==> config.mk <==
export PLATFORM = sky130hd
export DESIGN_NAME = gbipc_top
export DESIGN_NICKNAME = d
export VERILOG_FILES = /design/src/verilog/gbipc_pkg.sv /design/src/verilog/gbipc_edge_if.sv /design/src/verilog/gbipc_edge_detect.sv /design/src/verilog/gbipc_top.sv
export SDC_FILE = /design/constraint.sdc
export NUM_CORES = 1
export LEC_CHECK = 0
export BUFFER_PORTS_ARGS = -buffer_cell sky130_fd_sc_hd__buf_2
export CORE_MARGIN = 4
export CORE_UTILIZATION = 58
export CTS_CLUSTER_DIAMETER = 30
export CTS_CLUSTER_SIZE = 28
export DETAILED_ROUTE_END_ITERATION = 7
export PLACE_DENSITY = 0.88
export SLEW_MARGIN = 20
export SYNTH_ARGS = -nofsm -noshare
export SYNTH_HDL_FRONTEND = slang
export SYNTH_SLANG_ARGS = --single-unit
==> constraint.sdc <==
create_clock -name clk_i -period 3.85 [get_ports clk_i]
set_input_delay 0.5775 -clock clk_i [delete_from_list [all_inputs] [get_ports clk_i]]
set_output_delay 0.5775 -clock clk_i [all_outputs]
set_load 0.005 [all_outputs]
==> src/verilog/gbipc_pkg.sv <==
// constants shared by the pin bank controller and its edge detector
// assumes a register port with a 16-bit address and 16-bit data
package gbipc_pkg;

    // ------------------------------------------------------------
    // bank geometry
    // ------------------------------------------------------------
    localparam int GBIPC_NPINS = 32;
    localparam int GBIPC_HALF = 16;

    // ------------------------------------------------------------
    // register offsets
    // ------------------------------------------------------------
    localparam logic [15:0] OFS_RISE_EN_LO = 16'h03ca;
    localparam logic [15:0] OFS_FALL_EN_LO = 16'h03cb;
    localparam logic [15:0] OFS_DIR_HI = 16'h03cd;
    localparam logic [15:0] OFS_DRV_HIGH_HI = 16'h03ce;
    localparam logic [15:0] OFS_DRV_LOW_HI = 16'h03cf;
    localparam logic [15:0] OFS_LEVEL_HI = 16'h03d0;
    localparam logic [15:0] OFS_HIZ_HI = 16'h03d1;
    localparam logic [15:0] OFS_DRAIN_HI = 16'h03d2;
    localparam logic [15:0] OFS_PULLUP_HI = 16'h03d3;

    // ------------------------------------------------------------
    // reset values
    // ------------------------------------------------------------
    localparam logic [15:0] RST_RISE_EN = 16'hffff;
    localparam logic [15:0] RST_FALL_EN = 16'hffff;
    localparam logic [15:0] RST_DIR = 16'h0000;
    localparam logic [15:0] RST_LEVEL = 16'h0000;
    localparam logic [15:0] RST_HIZ = 16'h0000;
    localparam logic [15:0] RST_DRAIN = 16'h0000;
    localparam logic [15:0] RST_PULLUP = 16'hffff;
    localparam logic [15:0] RD_NONE = 16'h0000;

    // ------------------------------------------------------------
    // timing: edges after reset before edge detection is trusted
    // ------------------------------------------------------------
    localparam logic [1:0] ARM_CYCLES = 2'h3;

    function automatic logic gbipc_hit(input logic [15:0] addr, input logic [15:0] ofs);
        return addr == ofs;
    endfunction

endpackage

==> src/verilog/gbipc_edge_if.sv <==
// bundle carrying synchronised pin levels and edge strobes
// assumes one producer (edge detector) and one consumer (bank control)
`timescale 1ns/1ns
interface gbipc_edge_if #(parameter int W = 32);
    logic [W-1:0] level;
    logic [W-1:0] rise;
    logic [W-1:0] fall;
    modport src(output level, output rise, output fall);
    modport snk(input level, input rise, input fall);
endinterface

==> src/verilog/gbipc_edge_detect.sv <==
// two-flop synchroniser and edge detector for every pin of the bank
// assumes clk_i and a synchronous active-high reset
`timescale 1ns/1ns
module gbipc_edge_detect
    import gbipc_pkg::*;
#(
    parameter int W = GBIPC_NPINS
) (
    input wire logic clk_i,
    input wire logic rst_i,
    input wire logic [W-1:0] pin_i,
    gbipc_edge_if.src edge_o
);

    logic [W-1:0] meta_r;
    logic [W-1:0] sync_r;
    logic [W-1:0] prev_r;
    logic [1:0] arm_r;
    logic armed;

    if (W < 1) begin : g_width_check
        $error("gbipc_edge_detect: W must be at least 1");
    end

    // ------------------------------------------------------------
    // synchroniser: meta_r is read only by sync_r
    // ------------------------------------------------------------
    always_ff @(posedge clk_i) begin
        if (rst_i) begin
            meta_r <= '0;
            sync_r <= '0;
            prev_r <= '0;
        end else begin
            meta_r <= pin_i;
            sync_r <= meta_r;
            prev_r <= sync_r;
        end
    end

    // hold off detection until the pipeline holds real samples, so a pin
    // that sits high through reset does not fake a rising edge
    always_ff @(posedge clk_i) begin
        if (rst_i) begin
            arm_r <= '0;
        end else if (arm_r != ARM_CYCLES) begin
            arm_r <= arm_r + 2'h1;
        end
    end

    assign armed = (arm_r == ARM_CYCLES);
    assign edge_o.level = sync_r;
    assign edge_o.rise = armed ? (sync_r & ~prev_r) : '0;
    assign edge_o.fall = armed ? (~sync_r & prev_r) : '0;
endmodule // gbipc_edge_detect

==> src/verilog/gbipc_top.sv <==
// pin bank control: edge interrupt enables for the low bank and
// direction, drive, level, high-impedance, drain and pull-up for the high bank
// assumes a single-cycle register port, pins sampled on clk_i
//
// What this block does
// - rising edge on unmasked low input pin sets its interrupt when enabled
// - falling edge on unmasked low input pin sets its interrupt when enabled
// - both enables set: every transition of that pin raises an interrupt
// - edge enables of output pins do nothing; outputs never interrupt
// - high bank direction bit: clear is input, set is output; resets clear
// - writing one to drive-high register drives that output pin high
// - writing one to drive-low register drives that output pin low
// - level register write drives output pins; input pin bits are ignored
// - level register read returns present state of every owned pin
// - outputs changed by one write may switch at slightly different times
// - high-impedance bit set floats the output driver; resets clear
// - drain bit set makes output pull low only; resets clear
// - pull-up bit enables input pull-up; resets to all ones
// - a zero interrupt mask bit suppresses every interrupt from that pin
// - registers control a pin only while its function-select bit is one
`timescale 1ns/1ns
module gbipc_top
    import gbipc_pkg::*;
#(
    parameter int NPINS = GBIPC_NPINS
) (
    input wire logic clk_i,
    input wire logic rst_i,
    input wire logic reg_wr_i,
    input wire logic reg_rd_i,
    input wire logic [15:0] reg_addr_i,
    input wire logic [15:0] reg_wdata_i,
    output logic [15:0] reg_rdata_o,
    output logic reg_rvalid_o,
    input wire logic [31:0] pin_in_i,
    input wire logic [31:0] func_sel_i,
    input wire logic [15:0] dir_lo_i,
    input wire logic [15:0] pin_irq_mask_i,
    input wire logic [15:0] irq_clear_i,
    output logic [15:0] pad_out_o,
    output logic [15:0] pad_oe_n_o,
    output logic [15:0] pullup_en_o,
    output logic [15:0] irq_pending_o,
    output logic irq_o
);

    // refused at elaboration: the register map covers exactly two 16-pin halves
    if (NPINS != 2 * GBIPC_HALF) begin : g_npins_check
        $error("gbipc_top: NPINS must be 32");
    end

    // ------------------------------------------------------------
    // pin sampling
    // ------------------------------------------------------------
    gbipc_edge_if #(.W(NPINS)) edges ();

    gbipc_edge_detect #(.W(NPINS)) u_edge (
        .clk_i(clk_i),
        .rst_i(rst_i),
        .pin_i(pin_in_i),
        .edge_o(edges)
    );

    // ------------------------------------------------------------
    // registers
    // ------------------------------------------------------------
    logic [15:0] rise_en_r;
    logic [15:0] fall_en_r;
    logic [15:0] dir_hi_r;
    logic [15:0] level_r;
    logic [15:0] hiz_r;
    logic [15:0] drain_r;
    logic [15:0] pullup_r;
    logic [15:0] pending_r;
    logic [15:0] pending_nxt;
    logic [15:0] sel_hi;
    logic [15:0] out_en_hi;
    logic [15:0] in_lo;
    logic [15:0] hit_lo;
    logic [15:0] wmask;
    logic [15:0] rd_nxt;
    logic wr_set;
    logic wr_clr;
    logic wr_lvl;

    assign sel_hi = func_sel_i[31:16];
    // only pins owned by this block and set as outputs take writes
    assign out_en_hi = dir_hi_r & sel_hi;
    assign wmask = reg_wdata_i & out_en_hi;
    assign wr_set = reg_wr_i && gbipc_hit(reg_addr_i, OFS_DRV_HIGH_HI);
    assign wr_clr = reg_wr_i && gbipc_hit(reg_addr_i, OFS_DRV_LOW_HI);
    assign wr_lvl = reg_wr_i && gbipc_hit(reg_addr_i, OFS_LEVEL_HI);

    always_ff @(posedge clk_i) begin
        if (rst_i) begin
            rise_en_r <= RST_RISE_EN;
            fall_en_r <= RST_FALL_EN;
        end else if (reg_wr_i) begin
            if (gbipc_hit(reg_addr_i, OFS_RISE_EN_LO)) begin
                rise_en_r <= reg_wdata_i;
            end
            if (gbipc_hit(reg_addr_i, OFS_FALL_EN_LO)) begin
                fall_en_r <= reg_wdata_i;
            end
        end
    end

    always_ff @(posedge clk_i) begin
        if (rst_i) begin
            dir_hi_r <= RST_DIR;
            hiz_r <= RST_HIZ;
            drain_r <= RST_DRAIN;
            pullup_r <= RST_PULLUP;
        end else if (reg_wr_i) begin
            if (gbipc_hit(reg_addr_i, OFS_DIR_HI)) begin
                dir_hi_r <= reg_wdata_i;
            end
            if (gbipc_hit(reg_addr_i, OFS_HIZ_HI)) begin
                hiz_r <= reg_wdata_i;
            end
            if (gbipc_hit(reg_addr_i, OFS_DRAIN_HI)) begin
                drain_r <= reg_wdata_i;
            end
            // software is expected to pair this with direction changes;
            // hardware only drops the pad pull-up on pins set as outputs or not owned by this block
            if (gbipc_hit(reg_addr_i, OFS_PULLUP_HI)) begin
                pullup_r <= reg_wdata_i;
            end
        end
    end

    // output latch; only one register is written per cycle, so the three
    // write paths never collide
    always_ff @(posedge clk_i) begin
        if (rst_i) begin
            level_r <= RST_LEVEL;
        end else if (wr_set) begin
            level_r <= level_r | wmask;
        end else if (wr_clr) begin
            level_r <= level_r & ~wmask;
        end else if (wr_lvl) begin
            level_r <= (level_r & ~out_en_hi) | wmask;
        end
    end

    // ------------------------------------------------------------
    // pad drivers
    // ------------------------------------------------------------
    // pads follow the latch one cycle later; all bits move on the same
    // edge here although the board may still see them staggered
    always_ff @(posedge clk_i) begin
        if (rst_i) begin
            pad_out_o <= '0;
            pad_oe_n_o <= '1;
            pullup_en_o <= '0;
        end else begin
            pad_out_o <= level_r & ~drain_r;
            // a drain pin is enabled only while pulling low
            pad_oe_n_o <= ~(out_en_hi & ~hiz_r & (~drain_r | ~level_r));
            pullup_en_o <= pullup_r & ~dir_hi_r & sel_hi;
        end
    end

    // ------------------------------------------------------------
    // edge interrupts, low bank
    // ------------------------------------------------------------
    assign in_lo = ~dir_lo_i & func_sel_i[15:0];
    assign hit_lo = ((edges.rise[15:0] & rise_en_r) | (edges.fall[15:0] & fall_en_r))
        & pin_irq_mask_i & in_lo;
    // a new edge in the clearing cycle wins over the clear
    assign pending_nxt = (pending_r & ~irq_clear_i) | hit_lo;

    always_ff @(posedge clk_i) begin
        if (rst_i) begin
            pending_r <= '0;
            irq_o <= 1'b0;
        end else begin
            pending_r <= pending_nxt;
            irq_o <= |pending_nxt;
        end
    end

    assign irq_pending_o = pending_r;

    // ------------------------------------------------------------
    // register read port
    // ------------------------------------------------------------
    always_comb begin
        rd_nxt = RD_NONE;
        case (reg_addr_i)
            OFS_RISE_EN_LO: rd_nxt = rise_en_r;
            OFS_FALL_EN_LO: rd_nxt = fall_en_r;
            OFS_DIR_HI: rd_nxt = dir_hi_r;
            OFS_LEVEL_HI: rd_nxt = edges.level[31:16] & sel_hi;
            OFS_HIZ_HI: rd_nxt = hiz_r;
            OFS_DRAIN_HI: rd_nxt = drain_r;
            OFS_PULLUP_HI: rd_nxt = pullup_r;
            default: rd_nxt = RD_NONE;
        endcase
    end

    always_ff @(posedge clk_i) begin
        if (rst_i) begin
            reg_rdata_o <= RD_NONE;
            reg_rvalid_o <= 1'b0;
        end else begin
            reg_rvalid_o <= reg_rd_i;
            if (reg_rd_i) begin
                reg_rdata_o <= rd_nxt;
            end
        end
    end

    // ------------------------------------------------------------
    // checks
    // ------------------------------------------------------------
    logic [15:0] rise_hit;
    logic [15:0] fall_hit;
    logic [15:0] both_hit;
    assign rise_hit = edges.rise[15:0] & rise_en_r & pin_irq_mask_i & in_lo;
    assign fall_hit = edges.fall[15:0] & fall_en_r & pin_irq_mask_i & in_lo;
    assign both_hit = (edges.rise[15:0] | edges.fall[15:0]) & rise_en_r & fall_en_r
        & pin_irq_mask_i & in_lo;
endmodule // gbipc_top

# [Yosys cells after proc, flatten, opt, wreduce, memory -nomap -nowiden]
# Cells that the tools add are included.
[totals] reg_bits=276 inputBits=148 out_inout_bits=82 wordCells=81
[op_classes] addsub=1 n_eq_ne=11 mux=6 bitwise_logic=34 reduce_logical=11
[op_table] op="AND 16 bit" count=18
[op_table] op="NOT 16 bit" count=11
[op_table] op="== test 16 x 10 -> 1 bit (second input constant)" count=9
[op_table] op="one-hot mux 16 bit (7 select lines)" count=1
[op_table] op="2-to-1 mux 16 bit" count=5
[op_table] op="bitwise OR 16 bit" count=5
[op_table] op="OR reduction 16 bit" count=1
[op_table] op="AND reduction 2 bit" count=6
[op_table] op="logical AND 1 bit" count=3
[op_table] op="nonzero test 3 bit" count=1
[op_table] op="adder 2 x 1 -> 2 bit (second input constant)" count=1
[op_table] op="== test 2 bit (second input constant)" count=1
[op_table] op="!= test 2 bit (second input constant)" count=1

# [Depth between registers and ports, before layout]
# Gate-level depths: netlist of run 1.
[logic_depth] depth_word=9 depth_mapped=9 ltp_nobuf=6

# [By module]
# Synthesis of run 1 repeated with hierarchy kept, for this count alone.
[unflattened] cells_unflattened=1272 area_unflattened_um2=11991.5
[modules_own_cells] mod="gbipc_top" n_inst=1 cells_per_inst=959 area_each_um2=8764.7 seq_area_each_um2=3883.7
[modules_own_cells] mod="gbipc_edge_detect" n_inst=1 cells_per_inst=313 area_each_um2=3226.8 seq_area_each_um2=1961.9

# [Worst setup path before layout of run 1]
# Ideal clock, no wire load.
[synth_timing] path_kind="input port to flip-flop" start="in reg_addr_i[5]" end="reg (tool-made name)" setup_ps=117 arrival_ps=2121 required_time_ps=3733 path_slack_ps=1612 path_stages=7 path_buffers=2 cell_sequence="and4b_1 -> clkbuf_1 -> nand4_2 -> o32ai_4 -> buf_6 -> o2111ai_1 -> a32o_1"
[synth_rtl] item="from (decl)" line_no="gbipc_top.sv:31" text="input wire logic [15:0] reg_addr_i,"

==> reports/metrics.csv, run 1 <==
metric;value;unit
status;complete, no violations;
Worst Setup Path Type;input pin to flip-flop;
DPL Wire Length;20100;um
pwr dens;539;mW/mm^2
final hold vios;0;
global routing's busiest layer;met2;
Reg2Reg Setup Slack;1.58;ns
DRT iter0 DRCs;1203;
setup tns final;0;ns
clock sink count;276;
PostCTS Resize Cnt;0;
post-CTS setup buffer count;0;
# DRC;0;
share of cells above drive strength 1;26.7;%
Pleak;5.47;nW
worst-case reg-to-reg path depth;6;
FILL cells;1196;
CTS tree;done;
Setup Viol. Count Final;0;
final antenna-violating net count;0;
Hold-fix buffers, CTS;0;
max cap viols;0;
slew at the pin closest to its max-slew limit;1.01;ns
count leader, synth;dfxtp_1;
Worst-Skew Late Latency;0.53;ns
CP required;4.26;ns
CP Data Arrival Time;2.89;ns
synth unique cells;47;
P&R area growth vs syn;25.7;%
Die Width;143;um
post-synth top area share;52.4;%
vias in the first global route;9528;
ys flop type;dfxtp_1;
Mapped Cells;1103;
max-slew violations;0;
Synth async-reset ratio;0;%
RSZ-0062 raised after global routing;no;
Final Critical Period;2.48;ns
Std-Cell Rows;49;
initial core utilization;58.9;%
Synth area leader;dfxtp_1;
I/O pin total;230;
worst reg2reg path endpoint;irq_o$_SDFF_PP0_;
H-tree depth;2;
Root Driver;clkbuf_16;
largest net degree at the start of global routing;112;
synth top area cells;dfxtp_1 52%, nand2_1 5.6%, nor2b_1 5.3%;
area of the mapped netlist;0.0105;sq mm
post-DR vias/cell;6.13;
CP max FO;16;
Clock transition at path regs;0.05;ns
Clock Tree Buf Depth;3;
register area share after synthesis;52.4;%
post-DR wirelength/cell;19.7;um
Post-synth EDFFs;0;
GRT met3 Usage;7.10;%
Setup crit start kind;input pin;
antenna violations before repair;3;
HP Class;input pin to flip-flop;
RD Place Congestion;0.930;
synthesized flop and latch total;276;
GR Util met2;47.5;%
endpoint type of the worst setup path;flip-flop;
hold path depth;2;
Post-synth top cells;276 x dfxtp_1, 156 x nand2_1, 89 x nor2b_1;
syn_area_per_cell;9.56;sq um
DRT Pass-1 Iters;6;
Worst setup startpoint;reg_addr_i[11];
die area;0.0204;sq mm
gr usage total;29.3;%
met1 global-route usage;35.8;%
first-pass GRT wire length;47800;um
port bufs;229;
number of buffers created by CTS;41;
fmax;403;MHz
RR Startpoint;u_edge.arm_r[0]$_SDFFE_PP0P_;
nets@finish;1459;
total gr overflow;0;
Final period util;64.5;%
warnings from Yosys;0;
fin util;74.1;%
syn_nets;1252;
Clock Skew;0.0203;ns
Slew headroom;32.4;%
DRT Wirelength;30900;um
core area;0.0179;sq mm
DIE HEIGHT;143;um
Vias;9644;
Max VDD drop;0.000418;V
metrics by stage:
step           hold slack, ns  cells  total power [mW]  worst slack [ns]  cell area [sq um]
2_1_floorplan           0.414   1103              3.15              1.61              10500
3_3_place_gp            0.416   1496              3.28              1.03              11800
3_5_place_dp            0.421   1496              3.29             0.932              11800
4_1_cts                 0.257   1572              7.17              1.46              13300
5_1_grt                 0.265   1572              7.33              1.24              13300
6_report                0.257   1573              7.15              1.37              13300
layout by cell type (no fill, tap or decap), types with 2 or more instances in the layout:
| cell | Yosys | layout |
|---|---|---|
| nand4b_1 | 16 | 16 |
| nand3b_1 | 32 | 32 |
| clkinvlp_4 | 0 | 8 |
| nor2b_1 | 89 | 89 |
| o2111ai_1 | 16 | 16 |
| inv_6 | 0 | 4 |
| nor2_1 | 42 | 42 |
| a2111oi_0 | 4 | 4 |
| bufinv_16 | 0 | 6 |
| and2_1 | 11 | 11 |
| clkbuf_1 | 65 | 2 |
| a211oi_1 | 16 | 16 |
| nor3b_1 | 19 | 19 |
| nand4_1 | 6 | 6 |
| nor4bb_1 | 16 | 16 |
| dfxtp_1 | 276 | 276 |
| clkbuf_8 | 0 | 3 |
| clkinv_4 | 0 | 4 |
| mux2_2 | 17 | 17 |
| inv_8 | 0 | 2 |
| a22oi_1 | 7 | 7 |
| a32o_1 | 16 | 16 |
| buf_2 | 13 | 228 |
| a222oi_1 | 16 | 16 |
| clkbuf_16 | 0 | 43 |
| mux4_2 | 9 | 9 |
| o21ai_0 | 39 | 39 |
| nand3_1 | 84 | 84 |
| a22o_1 | 7 | 7 |
| mux2i_1 | 17 | 17 |
| clkinv_2 | 0 | 5 |
| a21oi_1 | 60 | 60 |
| nand2_1 | 156 | 156 |
| and3_1 | 16 | 16 |
| inv_1 | 13 | 12 |
| buf_4 | 1 | 19 |
| and4_1 | 3 | 3 |
area by class of cell:
| class | count | area (sq um) | area share, % |
|---|---|---|---|
| Antenna cell | 1 | 2.50 | 0.0189 |
| Clock buffer | 48 | 1120 | 8.48 |
| Clock inverter | 28 | 353 | 2.66 |
| Inverter | 14 | 53.8 | 0.406 |
| Multi-Input combinational cell | 729 | 4620 | 34.8 |
| Sequential cell | 276 | 5530 | 41.7 |
| Tap cell | 229 | 287 | 2.16 |
| Timing Repair Buffer | 248 | 1290 | 9.77 |
report_power, final:
part / switching (mW) / internal, mW / total [mW]
combinational: 0.183 / 0.131 / 0.314
clock: 1.38 / 2.53 / 3.91
sequential: 0.0174 / 2.91 / 2.93
worst max-delay path: stages:
cell	delay, ns
buf_2	0.11
nor3b_1	0.56
nand4_2	0.26
o32ai_4	0.79
o2111ai_1	0.27
a32o_1	0.32
kinds of logic after synthesis:
family          count (synthesis)  share of synthesized area, %
compound gates                185                          12.2
xor+xnor                        1                        0.0831
fa+ha+maj                       1                         0.119
buf+inv                        98                          3.82
flops                         276                          52.4
mux                            43                          5.35
simple gates                  499                          26.0
routing by layer:
layer,wire length [um],vias to the layer above
met3,3130,150
met4,1740,6
met1,11400,4524
met5,34,-
met2,14700,612
li1,-,4352
worst min-delay path by stage:
stage / start / endpoint / slack, ns
5_1_grt: pin_in_i[9] / u_edge.meta_r[9]$_SDFF_PP0_ / 0.27
3_3_place_gp: u_edge.meta_r[6]$_SDFF_PP0_ / u_edge.edge_o.level[6]$_SDFF_PP0_ / 0.42
3_5_place_dp: u_edge.meta_r[13]$_SDFF_PP0_ / u_edge.edge_o.level[13]$_SDFF_PP0_ / 0.42
4_1_cts: pin_in_i[9] / u_edge.meta_r[9]$_SDFF_PP0_ / 0.26
2_1_floorplan: u_edge.meta_r[0]$_SDFF_PP0_ / u_edge.edge_o.level[0]$_SDFF_PP0_ / 0.41
6_report: pin_in_i[26] / u_edge.meta_r[26]$_SDFF_PP0_ / 0.26
(Power assumes the default switching activity.)
==> inputs of run 2 (changes only) <==
Settings changed: ABC_AREA set to 1, CORE_UTILIZATION 58 to 49, PLACE_DENSITY 0.88 to 0.79.
Clock period 3.85 ns to 2.25 ns, I/O delays scaled along.
==> run 2 against run 1 <==
Flip-flop and latch count stayed put. Clock skew rose by 0.0019 ns. Cell count increased by 35%. Non-clock buffer count grew 38. Core utilization fell by 8.6 points. First-iteration DRC count shrank 16%. Worst hold slack got worse by 0.23 ns.
==> reports/metrics.csv, run 2 <==
metric;value;unit
status;complete, no violations;
Synth async-reset ratio;0;%
DRT Pass-1 Iters;5;
Max VDD drop;0.000750;V
Root Driver;clkbuf_16;
Final Non-Filler Cells;2119;
commonest non-fill, non-tap cell in the layout;nand2_1;
xor/xnor share of the synthesized area;0.0777;%
first-pass GRT wire length;53800;um
Clock Skew;0.0222;ns
CP required;2.73;ns
CTS tree;done;
slew at the pin closest to its max-slew limit;0.632;ns
P&R area growth vs syn;31.4;%
RD Place Congestion;0.922;
largest family of logic cells by synthesized area;simple AND/OR/NAND/NOR gates;
Setup Viol. Count Final;0;
register area share after synthesis;49.0;%
Overall Power;13.5;mW
RR Startpoint;u_edge.arm_r[0]$_SDFFE_PP0P_;
endpoint type of the worst setup path;flip-flop;
DPL Wire Length;23100;um
post-DR vias/cell;5.23;
fmax;542;MHz
die area;0.0255;sq mm
Top Metal Used;met4;
ys flop type;dfxtp_1;
final hold vios;0;
synth top area cells;dfxtp_1 49%, nand2_1 11%, nor2_1 6.6%;
nets@finish;1941;
fin util;65.4;%
Final period util;82.0;%
Met3 Wirelength;2720;um
pwr dens;909;mW/mm^2
setup tns final;0;ns
Mapped Cells;1527;
Cell Area, Placed;0.0127;sq mm
# DRC;0;
Hold EP;u_edge.meta_r[4]$_SDFF_PP0_;
Std-Cell Rows;55;
post-DR wirelength/cell;16.1;um
DIE HEIGHT;160;um
Die Width;160;um
hold_sp;pin_in_i[4];
vias in the first global route;10800;
Pleak;7.43;nW
CP Data Arrival Time;2.33;ns
antenna violations before repair;3;
total gr overflow;0;
Synth Area in Compound Gates;11.3;%
metal1 wirelength;13600;um
Clock transition at path regs;0.05;ns
Setup crit start kind;flip-flop;
final antenna-violating net count;0;
core area;0.0226;sq mm
placed cell count;1996;
syn_nets;1676;
Clock Tree Buf Depth;3;
I/O pin total;230;
adder-cell share of the synthesized area;0.111;%
Worst-Skew Late Latency;0.56;ns
worst reg2reg path endpoint;irq_o$_SDFF_PP0_;
Final Critical Period;1.85;ns
DRT Wirelength;34000;um
Reg2Reg Setup Slack;0.40;ns
Vias;11100;
warnings from Yosys;0;
WL met2;16600;um
Synth area leader;dfxtp_1;
worst-case reg-to-reg path depth;10;
RSZ-0062 raised after global routing;no;
post-CTS setup buffer count;0;
clock sink count;276;
port bufs;229;
H-tree depth;2;
largest net degree at the start of global routing;145;
Worst Setup Path Type;flip-flop to flip-flop;
max-slew violations;0;
syn_area_per_cell;7.39;sq um
hold path depth;3;
mux cell area share after synthesis;0;%
count leader, synth;nand2_1;
Post-synth top cells;345 x nand2_1, 276 x dfxtp_1, 199 x nor2_1;
number of buffers created by CTS;52;
Post-synth EDFFs;0;
CP max FO;15;
initial core utilization;49.8;%
synthesized flop and latch total;276;
share of cells above drive strength 1;20.3;%
area of the mapped netlist;0.0113;sq mm
most frequent cells in the layout;345 x nand2_1, 276 x dfxtp_1, 228 x buf_2;
HP Class;input pin to flip-flop;
synth unique cells;29;
post-synth top area share;49.0;%
Post-Synth Simple-Gate Area;29.4;%
Design Area, Final;0.0148;sq mm
DRT iter0 DRCs;1016;
max cap viols;0;
Slew headroom;57.9;%
gr usage total;25.7;%
==> run 2: worst max-delay path by stage <==
stage / end / slack (ns) / from / depth (start not counted)
after floorplan: pullup_r[10]$_SDFFE_PP1P_ / 0.74 / reg_addr_i[15] / 8
after global placement: flip-flop / 0.32 / reg_addr_i[13] / 11
after detailed placement: flip-flop / 0.26 / reg_addr_i[15] / 11
after CTS: irq_o$_SDFF_PP0_ / 0.38 / u_edge.arm_r[0]$_SDFFE_PP0P_ / 10
after global routing: irq_o$_SDFF_PP0_ / 0.22 / u_edge.arm_r[0]$_SDFFE_PP0P_ / 10
final: irq_o$_SDFF_PP0_ / 0.40 / u_edge.arm_r[0]$_SDFFE_PP0P_ / 10
==> run 2: worst max-delay path, cell delays in order (launching register included) <==
cell	delay, ns
dfxtp_1	0.34
ha_1	0.37
buf_12	0.19
nand2_1	0.05
nor3_1	0.22
nand3_1	0.16
nand2_1	0.09
nor2_1	0.05
nand2_1	0.09
nor2_1	0.08
a21oi_1	0.13
==> run 2: per-stage QoR <==
stage          hold WS (ns)  setup slack, ns
2_1_floorplan         0.388            0.742
3_3_place_gp          0.389            0.322
3_5_place_dp          0.392            0.257
4_1_cts             0.00189            0.380
5_1_grt              0.0100            0.225
6_report             0.0222            0.404
==> run 2: final cells by class <==
type / instances / area (sq um)
fill: 1889 / 7820
inverter: 204 / 766
multi-input combinational: 972 / 4610
sequential: 276 / 5530
timing repair buffer: 286 / 1750
clock buffer: 62 / 1410
antenna: 3 / 7.51
clock inverter: 31 / 393
tap: 285 / 357
==> run 2: power breakdown <==
| part | total, mW | leakage (nW) | internal [mW] | switching, mW |
|---|---|---|---|---|
| Sequential | 5.02 | 2.25 | 4.99 | 0.0299 |
| Combinational | 0.602 | 4.31 | 0.246 | 0.356 |
| Clock | 7.84 | 0.872 | 5.26 | 2.58 |
==> run 2: routing by layer <==
| metal | vias to the layer above | global-route usage (%) |
|---|---|---|
| li1 | 5418 | - |
| met1 | 5084 | 31.5 |
| met2 | 491 | 44.3 |
| met3 | 90 | 4.85 |
| met4 | 0 | 11.3 |
| met5 | - | 0 |
==> run 2: kinds of logic after synthesis <==
logic type,count (synthesis)
buffers and inverters,279
flip-flops,276
AO/OA/AOI/OAI,207
adder cells (fa/ha/maj),1
XOR/XNOR,1
AND/OR/NAND/NOR,763
==> run 2: repair_timing <==
| item | in CTS | in global routing |
|---|---|---|
| hold buffers | 27 | 0 |
| hold endpoints to repair | 27 | 0 |
| resized for setup | 0 | 0 |
| setup endpoints to repair | 0 | 0 |
==> inputs of run 3 (changes only) <==
Settings changed: ABC_AREA 1 to 0, CORE_UTILIZATION 49 to 54, PLACE_DENSITY 0.79 to 0.83.
Clock period 2.25 ns to 1.92 ns, I/O delays scaled along.
==> run 3 against run 2 <==
The run now ends with design-rule violations left. Total power increased by 19%. Wire length decreased by 1.9%. Fmax rose by 2.3%. Core utilization increased by 11 points. Flip-flop and latch count is the same. First-iteration DRC count fell by 6.8%. Sequential power up 17%. Cell area shrank 2.4%. Clock skew up 0.0012 ns. Critical path depth shrank 3. Via count is 9.9% lower. Cell count fell by 20%. Largest cell class unchanged. Largest power group unchanged. Highest routed layer is now met5.
==> reports/metrics.csv, run 3 (synthesis gave the netlist of run 1 again) <==
metric;value;unit
status;finished with violations;
failing checks;design-rule violations;
Pleak;6.04;nW
total gr overflow;0;
DPL Wire Length;21500;um
largest net degree at the start of global routing;84;
CP cell instances;ha_4, buf_4, nand4b_1, a21oi_1, a2111oi_2, nand4_1, o31a_1;
CTS tree;done;
Worst-Skew Late Latency;0.54;ns
CP Buf/Inv Count;1;
Setup Viol. Count Final;0;
Clock Tree Buf Depth;3;
Root Driver;clkbuf_16;
H-tree depth;2;
initial core utilization;55.6;%
DRT iter0 DRCs;947;
number of buffers created by CTS;48;
DP Worst Slack;-0.136;ns
Vias;9985;
Die Width;148;um
CP delay by family, top;compound AO/OA/AOI/OAI gates;
post-CTS setup buffer count;0;
combined area of the multi-input logic cells;0.00465;sq mm
DIE HEIGHT;148;um
met1 global-route usage;36.0;%
share of cells above drive strength 1;29.1;%
CP max stage delay;0.35;ns
Final period util;94.0;%
slew at the pin closest to its max-slew limit;0.910;ns
# DRC;1;
vias in the first global route;10300;
core area;0.0190;sq mm
post-DR wirelength/cell;19.6;um
clock sink count;276;
RD Place Congestion;0.897;
fmax;554;MHz
FILL cells;1207;
I/O pin total;230;
port bufs;229;
max-slew violations;0;
fin util;76.3;%
CP max FO;13;
Final WS setup;0.116;ns
DRT Wirelength;33400;um
global routing's busiest layer;met2;
first-pass GRT wire length;52700;um
DRT Pass-1 Iters;8;
GRT met3 Usage;6.44;%
HP Class;input pin to flip-flop;
CP required;2.33;ns
gr usage total;29.9;%
pwr dens;1100;mW/mm^2
Final Critical Period;1.80;ns
commonest non-fill, non-tap cell in the layout;dfxtp_1;
Worst Setup Path Type;flip-flop to flip-flop;
Std-Cell Rows;50;
slowest library cell on the worst path;a2111oi_2;
Clock Skew;0.0233;ns
final antenna-violating net count;0;
max cap viols;0;
Setup crit start kind;flip-flop;
endpoint type of the worst setup path;flip-flop;
Slew headroom;39.1;%
Clock transition at path regs;0.05;ns
setup tns final;0;ns
Fin Hold WS;0.0124;ns
FF+latch area;0.00553;sq mm
final hold vios;0;
nets@finish;1547;
post-DR vias/cell;5.88;
most frequent cells in the layout;276 x dfxtp_1, 228 x buf_2, 156 x nand2_1;
P&R area growth vs syn;37.1;%
CP Data Arrival Time;2.22;ns
GR Util met2;49.8;%
die area;0.0218;sq mm
Max VDD drop;0.00100;V
RSZ-0062 raised after global routing;no;
antenna violations before repair;2;
run 3: cell count changes in the layout (fill, tap and decap cells not counted), moves of 23 or more:
| cell | change |
|---|---|
| nand3_1 | -53 |
| nor2_1 | -156 |
| o211ai_1 | -48 |
| o21ai_1 | -24 |
| o21ai_0 | +38 |
| a21oi_1 | -26 |
| nor3_1 | -23 |
| nor2b_1 | +89 |
| inv_1 | -186 |
| buf_4 | +30 |
| nand2_1 | -189 |
run 3: power breakdown:
part	leakage, nW	switching [mW]	internal (mW)
sequential	2.25	0.0387	5.84
combinational	2.93	0.401	0.377
clock	0.861	3.00	6.31
total	6.04	3.44	12.5
run 3: routing by layer:
layer | up-vias | share of wire, %
met5 | - | 0.075
li1 | 4523 | -
met1 | 4676 | 37
met2 | 635 | 48
met3 | 147 | 9.6
met4 | 4 | 5.4
run 3: repair_timing:
item,CTS,global route
hold buffers,40,0
hold endpoints to repair,40,0
gates resized for setup,2,6
pin swaps,0,1
endpoints found under the setup margin,1,1
gates cloned,0,0
run 3: path summary, 6_finish.rpt:
path,from,endpoint,slack [ns],cells after the start
worst min register to register,u_edge.meta_r[25]$_SDFF_PP0_,u_edge.edge_o.level[25]$_SDFF_PP0_,0.43,1
worst min-delay path,func_sel_i[26],pad_oe_n_o[10]$_SDFF_PP1_,0.01,2
worst max register to register,u_edge.arm_r[0]$_SDFFE_PP0P_,irq_o$_SDFF_PP0_,0.12,7
worst max-delay path,u_edge.arm_r[0]$_SDFFE_PP0P_,irq_o$_SDFF_PP0_,0.12,7
run 3: cell type report:
cell class                 instances  area share, %
clock inverter                    33           3.30
inverter                          14          0.363
multi-input combinational        729           32.1
sequential                       276           38.2
antenna                            1         0.0173
timing repair buffer             329           14.5
tap                              260           2.25
clock buffer                      57           9.17
run 3: metrics by stage:
step	std cells	power [mW]	cell area, sq um
after floorplan	1103	6.31	10500
after global placement	1568	6.65	12200
after detailed placement	1568	6.66	12200
after CTS	1698	16.0	14400
after global routing	1698	16.4	14500
final	1699	16.0	14500
